===== config.mk =====
export PLATFORM = sky130hd
export DESIGN_NAME = ocd_decode
export DESIGN_NICKNAME = d
export VERILOG_FILES = /design/src/rtl/ocd_pkg.sv /design/src/rtl/ocd_tbl_ptr.sv /design/src/rtl/ocd_decode.sv
export VERILOG_INCLUDE_DIRS = /design/src /design/src/rtl
export SDC_FILE = /design/constraint.sdc
export NUM_CORES = 1
export LEC_CHECK = 0
export BUFFER_PORTS_ARGS = -buffer_cell sky130_fd_sc_hd__buf_2
export CORE_ASPECT_RATIO = 1.75
export CORE_MARGIN = 2
export CORE_UTILIZATION = 40
export CTS_CLUSTER_SIZE = 24
export DETAILED_ROUTE_END_ITERATION = 6
export GPL_TIMING_DRIVEN = 0
export PLACE_DENSITY = 0.63
export SLEW_MARGIN = 40
export SYNTH_ARGS = -nofsm -noshare
export SYNTH_HDL_FRONTEND = slang
export SYNTH_SLANG_ARGS = --single-unit

===== constraint.sdc =====
create_clock -name sys_clk -period 2.4 [get_ports sys_clk]
set_input_delay 0.48 -clock sys_clk [delete_from_list [all_inputs] [get_ports sys_clk]]
set_output_delay 0.48 -clock sys_clk [all_outputs]
set_load 0.03 [all_outputs]

===== src/rtl/ocd_defs.svh =====
`ifndef OCD_DEFS_SVH
`define OCD_DEFS_SVH
// Summary of operation
// - Destination bit 0 sends result to accumulator, 1 to file register.
// - Fast bit 1 on call or return uses shadow copies; 0 leaves them.
// - Table access modes: no change, post-increment, post-decrement, pre-increment.
// - Keep a 21-bit table pointer and an 8-bit table latch.
// - File-to-file move is two words, 12-bit source then destination.
// - Access bit 0 forces access bank; 1 takes bank select register.
// - Single-word byte and bit ops carry an 8-bit file address.
// - Bit ops select bit 0 to 7 with a 3-bit field.
// - Literal ops take 8-bit immediate from low byte, opcode above.
// - Literal fields are 8, 12 or 20 bits wide per instruction.
// - Branch field is relative displacement, or absolute for call/jump.
// - 7-bit source and destination offsets add to an indirect pointer.
// - Destination is 8-bit file address or 2-bit pointer selector.
// - Don't-care instruction bits never change what executes.
// - A second word executed alone behaves as a no-operation.
// - Taken test or program counter change adds one no-operation cycle.

// Register map, byte addresses
`define OCD_OFS_CTRL 8'h00
`define OCD_OFS_BANK 8'h04
`define OCD_OFS_TPTR 8'h08
`define OCD_OFS_TLAT 8'h0C
`define OCD_OFS_STAT 8'h10
// Reset values
`define OCD_RST_EN 1'b1
`define OCD_RST_BANK 4'h0
// Opcode patterns
`define OCD_TOP_W2 4'hF
`define OCD_TOP_F2F 4'hC
`define OCD_TOP_BRA 4'hD
`define OCD_TOP_ZERO 4'h0
`define OCD_TOP_BIT_LO 4'h7
`define OCD_TOP_BIT_HI 4'hB
`define OCD_TOP_BYTE_LO 4'h1
`define OCD_TOP_BYTE_HI 4'h6
`define OCD_OP_JUMP 8'hEF
`define OCD_OP_CALL 7'h76
`define OCD_OP_LDPTR 10'h3B8
`define OCD_OP_OFSMV 9'h1D7
`define OCD_OP_BCOND 5'h1C
`define OCD_OP_LIT 5'h01
`define OCD_OP_RET 15'h0009
`define OCD_OP_RETI 15'h0008
`define OCD_OP_TBL 13'h0001
// Access bank halves
`define OCD_ACC_LO_BANK 4'h0
`define OCD_ACC_HI_BANK 4'hF
`define OCD_ACC_SPLIT 8'h80
`endif


===== src/rtl/ocd_pkg.sv =====
package ocd_pkg;
  // Decoder sequence, Gray coded along fetch, word2, flush
  typedef enum logic [1:0] {
    ST_FETCH = 2'b00,
    ST_WORD2 = 2'b01,
    ST_FLUSH = 2'b11
  } ocd_state_t;
  // Two-word instruction awaiting its second word
  typedef enum logic [2:0] {
    PD_NONE, PD_F2F, PD_JUMP, PD_CALL, PD_LDPTR, PD_OFSMV
  } ocd_pend_t;
  // Table pointer modes
  typedef enum logic [1:0] {
    TM_NONE = 2'b00,
    TM_POSTINC = 2'b01,
    TM_POSTDEC = 2'b10,
    TM_PREINC = 2'b11
  } ocd_tmode_t;
  // Literal width carried by the decoded word
  typedef enum logic [1:0] {
    LW_NONE = 2'b00,
    LW_8 = 2'b01,
    LW_12 = 2'b10,
    LW_20 = 2'b11
  } ocd_litw_t;
endpackage : ocd_pkg


===== src/rtl/ocd_tbl_ptr.sv =====
`timescale 1ns/1ps
`include "ocd_defs.svh"
module ocd_tbl_ptr import ocd_pkg::*; #(
  parameter int PTR_W = 21,
  parameter int LAT_W = 8
) (
  input wire logic sys_clk,
  input wire logic rst_b,
  input wire logic go,
  input wire logic go_wr,
  input ocd_tmode_t mode,
  input wire logic ld_ptr,
  input wire logic ld_lat,
  input wire logic [31:0] wdata,
  input wire logic [LAT_W-1:0] rdata,
  input wire logic rvalid,
  output logic [PTR_W-1:0] ptr,
  output logic [LAT_W-1:0] lat,
  output logic [PTR_W-1:0] addr,
  output logic req,
  output logic req_wr
);
  typedef struct packed {
    logic [PTR_W-1:0] ptr;
    logic [LAT_W-1:0] lat;
    logic [PTR_W-1:0] addr;
    logic req;
    logic wr;
  } ocd_tbl_t;
  ocd_tbl_t tb_reg, tb_next;

  // Pointer update per access mode; memory read data lands in the latch
  always_comb begin
    tb_next = tb_reg;
    tb_next.req = 1'b0;
    if (ld_ptr) tb_next.ptr = wdata[PTR_W-1:0];
    if (ld_lat) tb_next.lat = wdata[LAT_W-1:0];
    if (rvalid) tb_next.lat = rdata;
    if (go) begin
      tb_next.req = 1'b1;
      tb_next.wr = go_wr;
      tb_next.addr = tb_reg.ptr;
      unique case (mode)
        TM_NONE: tb_next.ptr = tb_reg.ptr;
        TM_POSTINC: tb_next.ptr = tb_reg.ptr + PTR_W'(1);
        TM_POSTDEC: tb_next.ptr = tb_reg.ptr - PTR_W'(1);
        TM_PREINC: begin
          tb_next.ptr = tb_reg.ptr + PTR_W'(1);
          tb_next.addr = tb_reg.ptr + PTR_W'(1);
        end
      endcase
    end
  end

  always_ff @(posedge sys_clk or negedge rst_b) begin
    if (!rst_b) tb_reg <= '0;
    else tb_reg <= tb_next;
  end

  assign ptr = tb_reg.ptr;
  assign lat = tb_reg.lat;
  assign addr = tb_reg.addr;
  assign req = tb_reg.req;
  assign req_wr = tb_reg.wr;
endmodule : ocd_tbl_ptr


===== src/rtl/ocd_decode.sv =====
`timescale 1ns/1ps
`include "ocd_defs.svh"
module ocd_decode import ocd_pkg::*; #(
  parameter logic [7:0] ACC_SPLIT = `OCD_ACC_SPLIT
) (
  input wire logic sys_clk,
  input wire logic rst_b,
  input wire logic psel,
  input wire logic penable,
  input wire logic pwrite,
  input wire logic [7:0] paddr,
  input wire logic [31:0] pwdata,
  output logic [31:0] prdata,
  output logic pready,
  output logic pslverr,
  input wire logic instr_valid,
  input wire logic [15:0] instr_word,
  output logic instr_ready,
  input wire logic cond_true,
  input wire logic [11:0] ind_ptr,
  input wire logic [7:0] tbl_rdata,
  input wire logic tbl_rvalid,
  output logic dec_valid,
  output logic dec_nop,
  output logic dec_byte,
  output logic dec_bit,
  output logic dec_dest_file,
  output logic [11:0] dec_file_addr,
  output logic [2:0] dec_bit_sel,
  output logic [19:0] dec_literal,
  output ocd_litw_t dec_lit_w,
  output logic [1:0] dec_ind_sel,
  output logic dec_br_rel,
  output logic dec_br_abs,
  output logic [19:0] dec_br_val,
  output logic dec_sh_save,
  output logic dec_sh_rest,
  output logic dec_move,
  output logic [11:0] dec_move_src,
  output logic [11:0] dec_move_dst,
  output logic tbl_req,
  output logic tbl_wr,
  output logic [20:0] tbl_addr,
  output logic [7:0] tbl_wdata
);
  typedef struct packed {
    ocd_state_t st;
    ocd_pend_t pend;
    logic [11:0] w1;
    logic en;
    logic [3:0] bank;
    logic [15:0] cnt;
    logic [31:0] rdata;
    logic dv;
    logic nop;
    logic byteop;
    logic bitop;
    logic dfile;
    logic [11:0] faddr;
    logic [2:0] bsel;
    logic [19:0] lit;
    ocd_litw_t litw;
    logic [1:0] isel;
    logic brrel;
    logic brabs;
    logic [19:0] brv;
    logic shsave;
    logic shrest;
    logic mvgo;
    logic [11:0] mvsrc;
    logic [11:0] mvdst;
    logic tblgo;
    logic tblwr;
    ocd_tmode_t tmode;
  } ocd_dec_t;
  ocd_dec_t r_reg, r_next;

  logic [15:0] w;
  logic [3:0] top;
  logic acc_wr;
  logic hit;
  logic wr_tptr;
  logic wr_tlat;
  logic [20:0] tptr_val;
  logic [7:0] tlat_val;

  // Full 12-bit file address from access bit and 8-bit field
  function automatic logic [11:0] bank_addr(input logic a,
                                            input logic [3:0] bank,
                                            input logic [7:0] f);
    if (a) bank_addr = {bank, f};
    else if (f < ACC_SPLIT) bank_addr = {`OCD_ACC_LO_BANK, f};
    else bank_addr = {`OCD_ACC_HI_BANK, f};
  endfunction : bank_addr

  assign w = instr_word;
  assign top = instr_word[15:12];

  // Zero-wait slave: every access phase completes at once
  assign pready = 1'b1;
  assign instr_ready = 1'b1;
  assign acc_wr = psel && penable && pwrite;
  assign hit = (paddr == `OCD_OFS_CTRL) || (paddr == `OCD_OFS_BANK) ||
               (paddr == `OCD_OFS_TPTR) || (paddr == `OCD_OFS_TLAT) ||
               (paddr == `OCD_OFS_STAT);
  assign pslverr = psel && penable && !hit;
  assign wr_tptr = acc_wr && (paddr == `OCD_OFS_TPTR);
  assign wr_tlat = acc_wr && (paddr == `OCD_OFS_TLAT);

  // Next-state logic: register access first, then one word per cycle
  always_comb begin
    r_next = r_reg;
    r_next.dv = 1'b0;
    r_next.nop = 1'b0;
    r_next.byteop = 1'b0;
    r_next.bitop = 1'b0;
    r_next.brrel = 1'b0;
    r_next.brabs = 1'b0;
    r_next.shsave = 1'b0;
    r_next.shrest = 1'b0;
    r_next.mvgo = 1'b0;
    r_next.tblgo = 1'b0;
    r_next.litw = LW_NONE;
    // Read data captured in setup so it is stable through access
    if (psel && !penable) begin
      unique case (paddr)
        `OCD_OFS_CTRL: r_next.rdata = {31'h0, r_reg.en};
        `OCD_OFS_BANK: r_next.rdata = {28'h0, r_reg.bank};
        `OCD_OFS_TPTR: r_next.rdata = {11'h0, tptr_val};
        `OCD_OFS_TLAT: r_next.rdata = {24'h0, tlat_val};
        `OCD_OFS_STAT:
          r_next.rdata = {11'h0, r_reg.pend, r_reg.st, r_reg.cnt};
        default: r_next.rdata = 32'h0;
      endcase
    end
    if (acc_wr && paddr == `OCD_OFS_CTRL) r_next.en = pwdata[0];
    if (acc_wr && paddr == `OCD_OFS_BANK) r_next.bank = pwdata[3:0];
    if (instr_valid) begin
      r_next.dv = 1'b1;
      r_next.cnt = r_reg.cnt + 16'h0001;
      unique case (r_reg.st)
        ST_FETCH: begin
          if (!r_reg.en || cond_true) begin
            // Slot after a taken test is squashed
            r_next.nop = 1'b1;
          end else if (top == `OCD_TOP_W2) begin
            r_next.nop = 1'b1;
          end else if (top == `OCD_TOP_F2F) begin
            r_next.w1 = w[11:0];
            r_next.pend = PD_F2F;
            r_next.st = ST_WORD2;
          end else if (w[15:8] == `OCD_OP_JUMP) begin
            r_next.w1 = {4'h0, w[7:0]};
            r_next.pend = PD_JUMP;
            r_next.st = ST_WORD2;
          end else if (w[15:9] == `OCD_OP_CALL) begin
            r_next.w1 = {3'h0, w[8:0]};
            r_next.pend = PD_CALL;
            r_next.st = ST_WORD2;
          end else if (w[15:6] == `OCD_OP_LDPTR) begin
            r_next.w1 = {6'h0, w[5:0]};
            r_next.pend = PD_LDPTR;
            r_next.st = ST_WORD2;
          end else if (w[15:7] == `OCD_OP_OFSMV) begin
            r_next.w1 = {5'h0, w[6:0]};
            r_next.pend = PD_OFSMV;
            r_next.st = ST_WORD2;
          end else if (w[15:11] == `OCD_OP_BCOND) begin
            // Taken or not is known later; cond_true squashes
            r_next.brrel = 1'b1;
            r_next.brv = 20'($signed(w[7:0]));
          end else if (top == `OCD_TOP_BRA) begin
            r_next.brrel = 1'b1;
            r_next.brv = 20'($signed(w[10:0]));
            r_next.st = ST_FLUSH;
          end else if (w[15:11] == `OCD_OP_LIT) begin
            r_next.lit = {12'h0, w[7:0]};
            r_next.litw = LW_8;
          end else if (w[15:1] == `OCD_OP_RET ||
                       w[15:1] == `OCD_OP_RETI) begin
            r_next.shrest = w[0];
            r_next.st = ST_FLUSH;
          end else if (w[15:3] == `OCD_OP_TBL) begin
            r_next.tblgo = 1'b1;
            r_next.tblwr = w[2];
            r_next.tmode = ocd_tmode_t'(w[1:0]);
          end else if (top >= `OCD_TOP_BIT_LO &&
                       top <= `OCD_TOP_BIT_HI) begin
            r_next.bitop = 1'b1;
            r_next.bsel = w[11:9];
            r_next.faddr = bank_addr(w[8], r_reg.bank, w[7:0]);
          end else if ((top >= `OCD_TOP_BYTE_LO &&
                        top <= `OCD_TOP_BYTE_HI) ||
                       (top == `OCD_TOP_ZERO && !w[11] &&
                        (|w[10:9]))) begin
            r_next.byteop = 1'b1;
            r_next.dfile = w[9];
            r_next.faddr = bank_addr(w[8], r_reg.bank, w[7:0]);
          end else begin
            r_next.nop = 1'b1;
          end
        end
        ST_WORD2: begin
          r_next.st = ST_FETCH;
          r_next.pend = PD_NONE;
          if (top != `OCD_TOP_W2) begin
            // Broken pair: drop it rather than guess
            r_next.nop = 1'b1;
          end else begin
            unique case (r_reg.pend)
              PD_F2F: begin
                r_next.mvgo = 1'b1;
                r_next.mvsrc = r_reg.w1;
                r_next.mvdst = w[11:0];
              end
              PD_JUMP, PD_CALL: begin
                r_next.brabs = 1'b1;
                r_next.brv = {w[11:0], r_reg.w1[7:0]};
                r_next.lit = {w[11:0], r_reg.w1[7:0]};
                r_next.litw = LW_20;
                r_next.shsave = (r_reg.pend == PD_CALL) &&
                                r_reg.w1[8];
                r_next.st = ST_FLUSH;
              end
              PD_LDPTR: begin
                r_next.lit = {8'h0, r_reg.w1[3:0], w[7:0]};
                r_next.litw = LW_12;
                r_next.isel = r_reg.w1[5:4];
              end
              PD_OFSMV: begin
                // Bits 11..7 of the second word are ignored
                r_next.mvgo = 1'b1;
                r_next.mvsrc = ind_ptr + {5'h0, r_reg.w1[6:0]};
                r_next.mvdst = ind_ptr + {5'h0, w[6:0]};
              end
              default: r_next.nop = 1'b1;
            endcase
          end
        end
        ST_FLUSH: begin
          r_next.nop = 1'b1;
          r_next.st = ST_FETCH;
        end
        default: r_next.st = ST_FETCH;
      endcase
    end else if (cond_true && r_reg.st == ST_FETCH) begin
      // Test resolved before the next word arrived
      r_next.st = ST_FLUSH;
    end
  end

  // Single state register
  always_ff @(posedge sys_clk or negedge rst_b) begin
    if (!rst_b) begin
      r_reg <= '0;
      r_reg.en <= `OCD_RST_EN;
      r_reg.bank <= `OCD_RST_BANK;
    end else begin
      r_reg <= r_next;
    end
  end

  // Table pointer and latch, shared with the register port
  ocd_tbl_ptr #(.PTR_W(21), .LAT_W(8)) u_tbl (
    .sys_clk(sys_clk),
    .rst_b(rst_b),
    .go(r_reg.tblgo),
    .go_wr(r_reg.tblwr),
    .mode(r_reg.tmode),
    .ld_ptr(wr_tptr),
    .ld_lat(wr_tlat),
    .wdata(pwdata),
    .rdata(tbl_rdata),
    .rvalid(tbl_rvalid),
    .ptr(tptr_val),
    .lat(tlat_val),
    .addr(tbl_addr),
    .req(tbl_req),
    .req_wr(tbl_wr)
  );

  assign tbl_wdata = tlat_val;
  assign prdata = r_reg.rdata;
  assign dec_valid = r_reg.dv;
  assign dec_nop = r_reg.nop;
  assign dec_byte = r_reg.byteop;
  assign dec_bit = r_reg.bitop;
  assign dec_dest_file = r_reg.dfile;
  assign dec_file_addr = r_reg.faddr;
  assign dec_bit_sel = r_reg.bsel;
  assign dec_literal = r_reg.lit;
  assign dec_lit_w = r_reg.litw;
  assign dec_ind_sel = r_reg.isel;
  assign dec_br_rel = r_reg.brrel;
  assign dec_br_abs = r_reg.brabs;
  assign dec_br_val = r_reg.brv;
  assign dec_sh_save = r_reg.shsave;
  assign dec_sh_rest = r_reg.shrest;
  assign dec_move = r_reg.mvgo;
  assign dec_move_src = r_reg.mvsrc;
  assign dec_move_dst = r_reg.mvdst;
endmodule : ocd_decode


==> results of run 1 <==
routing by layer:
| metal | share of wire | wire (µm) | GRT usage |
|---|---|---|---|
| met2 | 0.55 | 23100 | 0.486 |
| met4 | 0.068 | 2860 | 0.155 |
| met3 | 0.039 | 1630 | 0.0274 |
| met5 | 0 | 0 | 0 |
| met1 | 0.34 | 14200 | 0.266 |
stage by stage:
stage / cells / utilization / worst slack (ns) / total power, mW
after floorplan: 1329 / - / -0.00211 / 4.81
after global placement: 1934 / 0.456 / -2.80 / 5.31
after detailed placement: 1937 / 0.460 / -0.776 / 5.35
after CTS: 1985 / 0.493 / -0.163 / 9.37
after global routing: 1991 / 0.498 / -0.0401 / 9.67
final: 1991 / 0.498 / -0.0108 / 9.29
logic make-up after synthesis:
kind of cell               after synthesis  share of synthesized area
muxes                                  107                     0.0930
other                                    2                   0.000607
AOI/OAI and AO/OA                      282                      0.148
buffers and inverters                  239                      0.111
and+or+nand+nor                        405                      0.166
DFF                                    208                      0.421
xor gates and xnor gates                54                     0.0383
adders and majority gates               21                     0.0225
timing repair:
action,CTS,global route
endpoints found under the hold margin,18,0
setup buffers,9,11
gates resized for setup,29,45
endpoints found under the setup margin,83,106
hold buffers,1,0
pin swaps,8,8
how the worst max path moves through the flow:
stage	from	to	slack (ns)
after CTS	u_tbl.ptr[5]$_DFFE_PN0P_	u_tbl.ptr[15]$_DFFE_PN0P_	-0.16
after detailed placement	instr_valid	dec_dest_file$_DFFE_PN0P_	-0.78
final	paddr[1]	pslverr	-0.01
after global placement	rst_b	prdata[4]$_DFFE_PN0P_	-2.80
after floorplan	instr_valid	r_reg[1]$_DFFE_PN0P_	-0.002
after global routing	u_tbl.ptr[5]$_DFFE_PN0P_	u_tbl.ptr[15]$_DFFE_PN0P_	-0.04
final cells by class:
cell class,instances,share of cell area
plain buffers,198,0.0825
clock buffers,27,0.0393
clock inverters,13,0.0155
inverters,34,0.00836
multi-input cells,882,0.394
flip-flops and latches,208,0.341
well taps,391,0.0321
repair buffers,238,0.0869
layout by cell type (no fill, tap or decap), types with 7 or more instances in the layout:
cell	instances
buf_2	221
dfrtp_1	204
buf_4	139
nand2_1	135
a21oi_1	78
o21ai_0	69
nor2_1	64
mux2_2	63
clkbuf_1	49
mux2i_1	44
nand3_1	35
inv_1	34
xor2_1	28
and3_1	27
xnor2_1	26
nor3_1	25
a22o_1	23
clkbuf_16	22
nand4_1	20
a22oi_1	20
ha_1	18
and2_1	14
conb_1	13
nor2b_1	12
o31ai_1	11
o22ai_1	11
nor4_1	10
clkbuf_2	10
nand2b_1	9
or3_1	7
o2bb2a_1	7
Yosys cell counts (23+ instances only):
cell type / count
nand3_1: 36
inv_1: 34
a21oi_1: 79
nor3_1: 30
and3_1: 27
xnor2_1: 26
o21ai_0: 72
buf_4: 118
xor2_1: 28
nand2_1: 137
nor2_1: 64
mux2_2: 63
clkbuf_1: 70
dfrtp_1: 207
a22o_1: 23
mux2i_1: 44
power breakdown:
group	leakage [nW]	switching, mW	internal, mW
Sequential	2.77	0.174	3.67
Clock	0.408	1.52	2.44
Combinational	4.42	0.905	0.578
Total	7.60	2.60	6.69
critical path: stages:
cell     delay, ns
buf_2         0.09
or3_4         0.42
or2_4         0.27
nor4b_4       0.29
buf_8         0.15
nor3_2        0.04
buf_4         0.19
==> metrics.txt, run 1 <==
status complete, but fails checks; violated checks negative setup slack; PortBufs 214; final worst slack -0.0108 ns; ANT cells 0; initial core utilization 0.404; Synth area leader dfrtp_1; worst r2r path cells 5; vias per inst 5.49; Synthesis Warnings 0; Die ar. 32,400 µm²; hpwl dp 32,000 µm; sequential cell area fraction in the yosys report 0.421; first-pass GRT wire length 63,200 µm; DP Area 14,100 µm²; fin. max-slew vios 0; Max Cap Violations 0; CTS clk-pin slew, worst paths 0.06 ns; Setup Viol. Count Final 2; Max Root-Sink Buffers 3; routed wire length per instance 21.0 µm; Worst R2R Start u_tbl.ptr[15]$_DFFE_PN0P_; DRT iter0 DRCs 652; WHS Endpoint u_tbl.lat[4]$_DFFE_PN0P_; Final Net Count 1,689; final setup TNS -0.0140 ns; CP max FO 4; worst reg2reg path endpoint u_tbl.ptr[19]$_DFFE_PN0P_; total track usage 0.258; minimum clock period 2.41 ns; Leak Pwr 7.60 nW; Area contributors post-synth dfrtp_1 (42%), buf_4 (7.2%), mux2_2 (5.7%), nand2_1 (4.2%), mux2i_1 (3.6%); initial antenna violation count 0; vias in the first global route 11,000; asr flop ratio synth 1.00; VDD IR-drop max 680 µV; worst hold-check path type input pin to register; measured slew at the worst slew-check pin 0.794 ns; die height 237 µm; Unique masters post-synth 76; RSZ-0062 raised after global routing yes; die width 137 µm; Core ar. 30,600 µm²; TritonCTS Buffers 22; fill cell count 2,926; largest net degree at the start of global routing 75; via count 10,900; share of the synthesized area in the top cell type 0.419; max reg flops 42; Worst-Skew Late Latency 0.54 ns; hold slack 0.156 ns; critical path arrival 1.93 ns; fmax 415 MHz; Worst EP required 1.92 ns; TritonCTS Sinks 208; Pwr Density 609 nW/µm²; final antenna-violating net count 0; R2R setup slack 0 ns; Post-synth EDFFs 0; Area growth syn-to-layout 23.4%; share of cells above drive strength 1 0.331; Post-Synthesis Cells 1,318; #FFs+latches synth 208; H-Tree Depth 1; launch point of the worst hold path tbl_rdata[4]; Congestion Overflow GR 0; Syn Std Cell Area 12,400 µm²; fin crit share 1.00; startpoint types input pin; Hold Path Cell Cnt 3; Setup CP Type input pin to output port; total iterations of the first detailed-routing run 5; register area 5210 µm²; I/O pin count 243; final instance area 15,300 µm²; CP endpoint kind output port; syn avg cell area 9.38 µm²; Top FF cell, synth dfrtp_1; Slew headroom 0.470; CTS root buf clkbuf_16; worst clock skew 0.0301 ns; GPL Wtd Cong 0.948; drc violations 0; FP Rows 85; area occupied by multi-input gates 6010 µm²; final number of hold-violating endpoints 0; CTS tree yes; final WL 41,800 µm
No activity file was read; power rests on OpenSTA's default activity.
==> run 2: changes to the inputs <==
ABC_AREA = 1   (was unset)
==> run 2 against run 1 <==
Effect of this change:
- the run now ends clean
- register-to-register slack better by 0.05 ns
- sequential share of layout area hardly changed
- design area is 0.13% lower
- total power is 7.0% higher
- clock skew is 0.014 ns lower
- routed wire length is 5.4% higher
- sequential power is 4% higher
- non-clock buffer count is 35 lower
- final cell count is 21% higher
==> metrics.txt, run 2 <==
Slew headroom 0.448 (-0.0228); final number of hold-violating endpoints 0 (unchanged); final WL 44,000 µm (+5.4%); #FFs+latches synth 208 (unchanged); first-pass GRT wire length 67,100 µm (+6.3%); Pwr Density 652 nW/µm² (+7.2%); CTS clk-pin slew, worst paths 0.06 ns (about the same); Unique masters post-synth 51 (-33%); initial antenna violation count 0 (unchanged); Final Net Count 2,102 (+24%); measured slew at the worst slew-check pin 0.823 ns (+0.0287 ns); final antenna-violating net count 0 (unchanged); Largest stage delay, worst path 0.56 ns (+0.14 ns); Top FF cell, synth dfrtp_1; Crit-path slowest cell dfrtp_1; FP Rows 86 (+1.2%); Post-Synthesis Cells 1,743 (+32%); fill cell count 3,243 (+11%); Design Power 9.94 mW (+7.0%); DP Area 14,500 µm² (+2.6%); placed cell count 2,369 (+22%); CTS tree yes; worst clock skew 0.0161 ns (-0.0140 ns); TritonCTS Buffers 22 (unchanged); die height 240 µm (+1.5%); H-Tree Depth 1 (unchanged); Area contributors post-synth dfrtp_1 (41%), nand2_1 (15%), buf_4 (7.3%), nand3_1 (6.3%), o21ai_0 (4.2%); final worst slack 0.0482 ns (+0.0590 ns); Critical Path, Cell by Cell ha_2 -> nand3_1 -> inv_1 -> nand2_1 -> nor2_1 -> nand2_1 -> a21oi_1 -> a21oi_1 -> o21ai_0; commonest non-fill, non-tap cell in the layout nand2_1; drc violations 0 (unchanged); vias per inst 5.16 (-5.9%); hpwl dp 35,100 µm (+9.5%); Worst EP required 2.84 ns (+0.92 ns); max reg flops 42 (unchanged); largest net degree at the start of global routing 76 (+1.3%); asr flop ratio synth 1.00 (unchanged); via count 12,400 (+14%); Post-CTS Setup Bufs 0 (-9); I/O pin count 243 (unchanged); DP Worst Slack -0.0145 ns (+0.761 ns); CTS root buf clkbuf_16; Congestion Overflow GR 0 (unchanged); final instance area 15,200 µm² (-0.13%); die width 139 µm (+1.5%); TritonCTS Sinks 208 (unchanged); PortBufs 216 (+0.93%); GPL Wtd Cong 0.961 (+1.4%); Synth top cells by count nand2_1 (503), dfrtp_1 (207), nand3_1 (160); initial core utilization 0.406 (+0.00195); CP top delay family simple AND/OR/NAND/NOR gates; Post-synth EDFFs 0 (unchanged); Setup Viol. Count Final 0 (-2); Area growth syn-to-layout 19.6%; sequential cell area fraction in the yosys report 0.409 (-0.0126); critical path arrival 2.79 ns (+0.86 ns); Synthesis Warnings 0 (unchanged); worst hold-check path type input pin to register; share of the synthesized area in the top cell type 0.406 (-0.0125); VDD IR-drop max 703 µV (+3.5%); Max Cap Violations 0 (unchanged); vias in the first global route 12,300 (+12%); CP endpoint kind register; minimum clock period 2.35 ns (-0.0590 ns); startpoint types register; Worst-Skew Late Latency 0.53 ns (about the same); count leader, synth nand2_1; fin crit share 0.980 (-0.0246); status completed; CP max FO 6 (+2); Buf/Inv on CP 1 (-2); Setup CP Type register to register; final setup TNS 0 ns (+0.0140 ns); Leak Pwr 8.11 nW (+6.7%); DRT iter0 DRCs 640 (-1.8%); routed wire length per instance 18.3 µm (-13%); fin. max-slew vios 0 (unchanged); Synth area leader dfrtp_1; Max Root-Sink Buffers 3 (unchanged); ANT cells 0 (unchanged); share of cells above drive strength 1 0.219 (-0.111); total track usage 0.260 (+0.00199); total iterations of the first detailed-routing run 7 (+2); syn avg cell area 7.31 µm² (-22%); RSZ-0062 raised after global routing no; Syn Std Cell Area 12,700 µm² (+3.1%); fin cells 2,407 (+21%); Die ar. 33,400 µm² (+3.0%); Core ar. 31,400 µm² (+2.6%); fmax 425 MHz (+2.5%); most frequent cells in the layout nand2_1 (503), buf_2 (231), dfrtp_1 (207)
-- run 2: power breakdown --
| part | internal [mW] | switching, mW |
|---|---|---|
| clock network | 2.24 | 1.48 |
| logic | 0.750 | 1.47 |
| registers | 3.78 | 0.225 |
-- run 2: logic make-up after synthesis --
group                    Yosys count  synth area share
AO/OA/AOI/OAI                    282             0.120
XOR/XNOR                          32            0.0220
adder cells (fa/ha/maj)           21            0.0218
buffers and inverters            325             0.136
flip-flops                       208             0.409
multiplexers                       2           0.00177
other                              2          0.000589
AND/OR/NAND/NOR                  871             0.290
-- run 2: what timing repair did --
| item | CTS | global route |
|---|---|---|
| endpoints found under the hold margin | 89 | 0 |
| gates cloned | 0 | 0 |
| hold buffers | 1 | 0 |
| gates resized for setup | 1 | 2 |
| endpoints found under the setup margin | 25 | 9 |
| pin swaps | 0 | 0 |
-- run 2: layout make-up --
type | count | area [µm²] | area share
sequential | 208 | 5210 | 0.342
timing repair buffer | 220 | 1180 | 0.0777
clock inverter | 10 | 159 | 0.0104
tap | 396 | 495 | 0.0325
buffer | 181 | 1190 | 0.0779
inverter | 143 | 537 | 0.0352
multi-input combinational | 1221 | 5860 | 0.384
clock buffer | 28 | 614 | 0.0403
-- run 2: routing by layer --
metal | wire [µm] | part of all wire | GRT usage
met5 | 0 | 0 | 0
met3 | 1620 | 0.037 | 0.0255
met2 | 23900 | 0.54 | 0.506
met4 | 3580 | 0.081 | 0.187
met1 | 14900 | 0.34 | 0.252
-- run 2: stage by stage --
stage	hold slack [ns]	utilization
4_1_cts	0.168	0.485
3_5_place_dp	0.273	0.460
6_report	0.186	0.485
2_1_floorplan	0.184	-
3_3_place_gp	0.456	0.457
5_1_grt	0.175	0.485
-- run 2: worst paths after layout --
kind	cells after the start	start	slack, ns	endpoint
min in group asynchronous	2	rst_b	0.33	dec_move$_DFF_PN0_
min	1	instr_valid	0.19	dec_valid$_DFF_PN0_
max in group asynchronous	4	rst_b	1.17	u_tbl.addr[16]$_DFFE_PN0P_
min reg2reg	2	u_tbl.req_wr$_DFFE_PN0P_	0.47	u_tbl.req_wr$_DFFE_PN0P_
max reg2reg	9	u_tbl.ptr[0]$_DFFE_PN0P_	0.05	u_tbl.addr[12]$_DFFE_PN0P_
max	9	u_tbl.ptr[0]$_DFFE_PN0P_	0.05	u_tbl.addr[12]$_DFFE_PN0P_
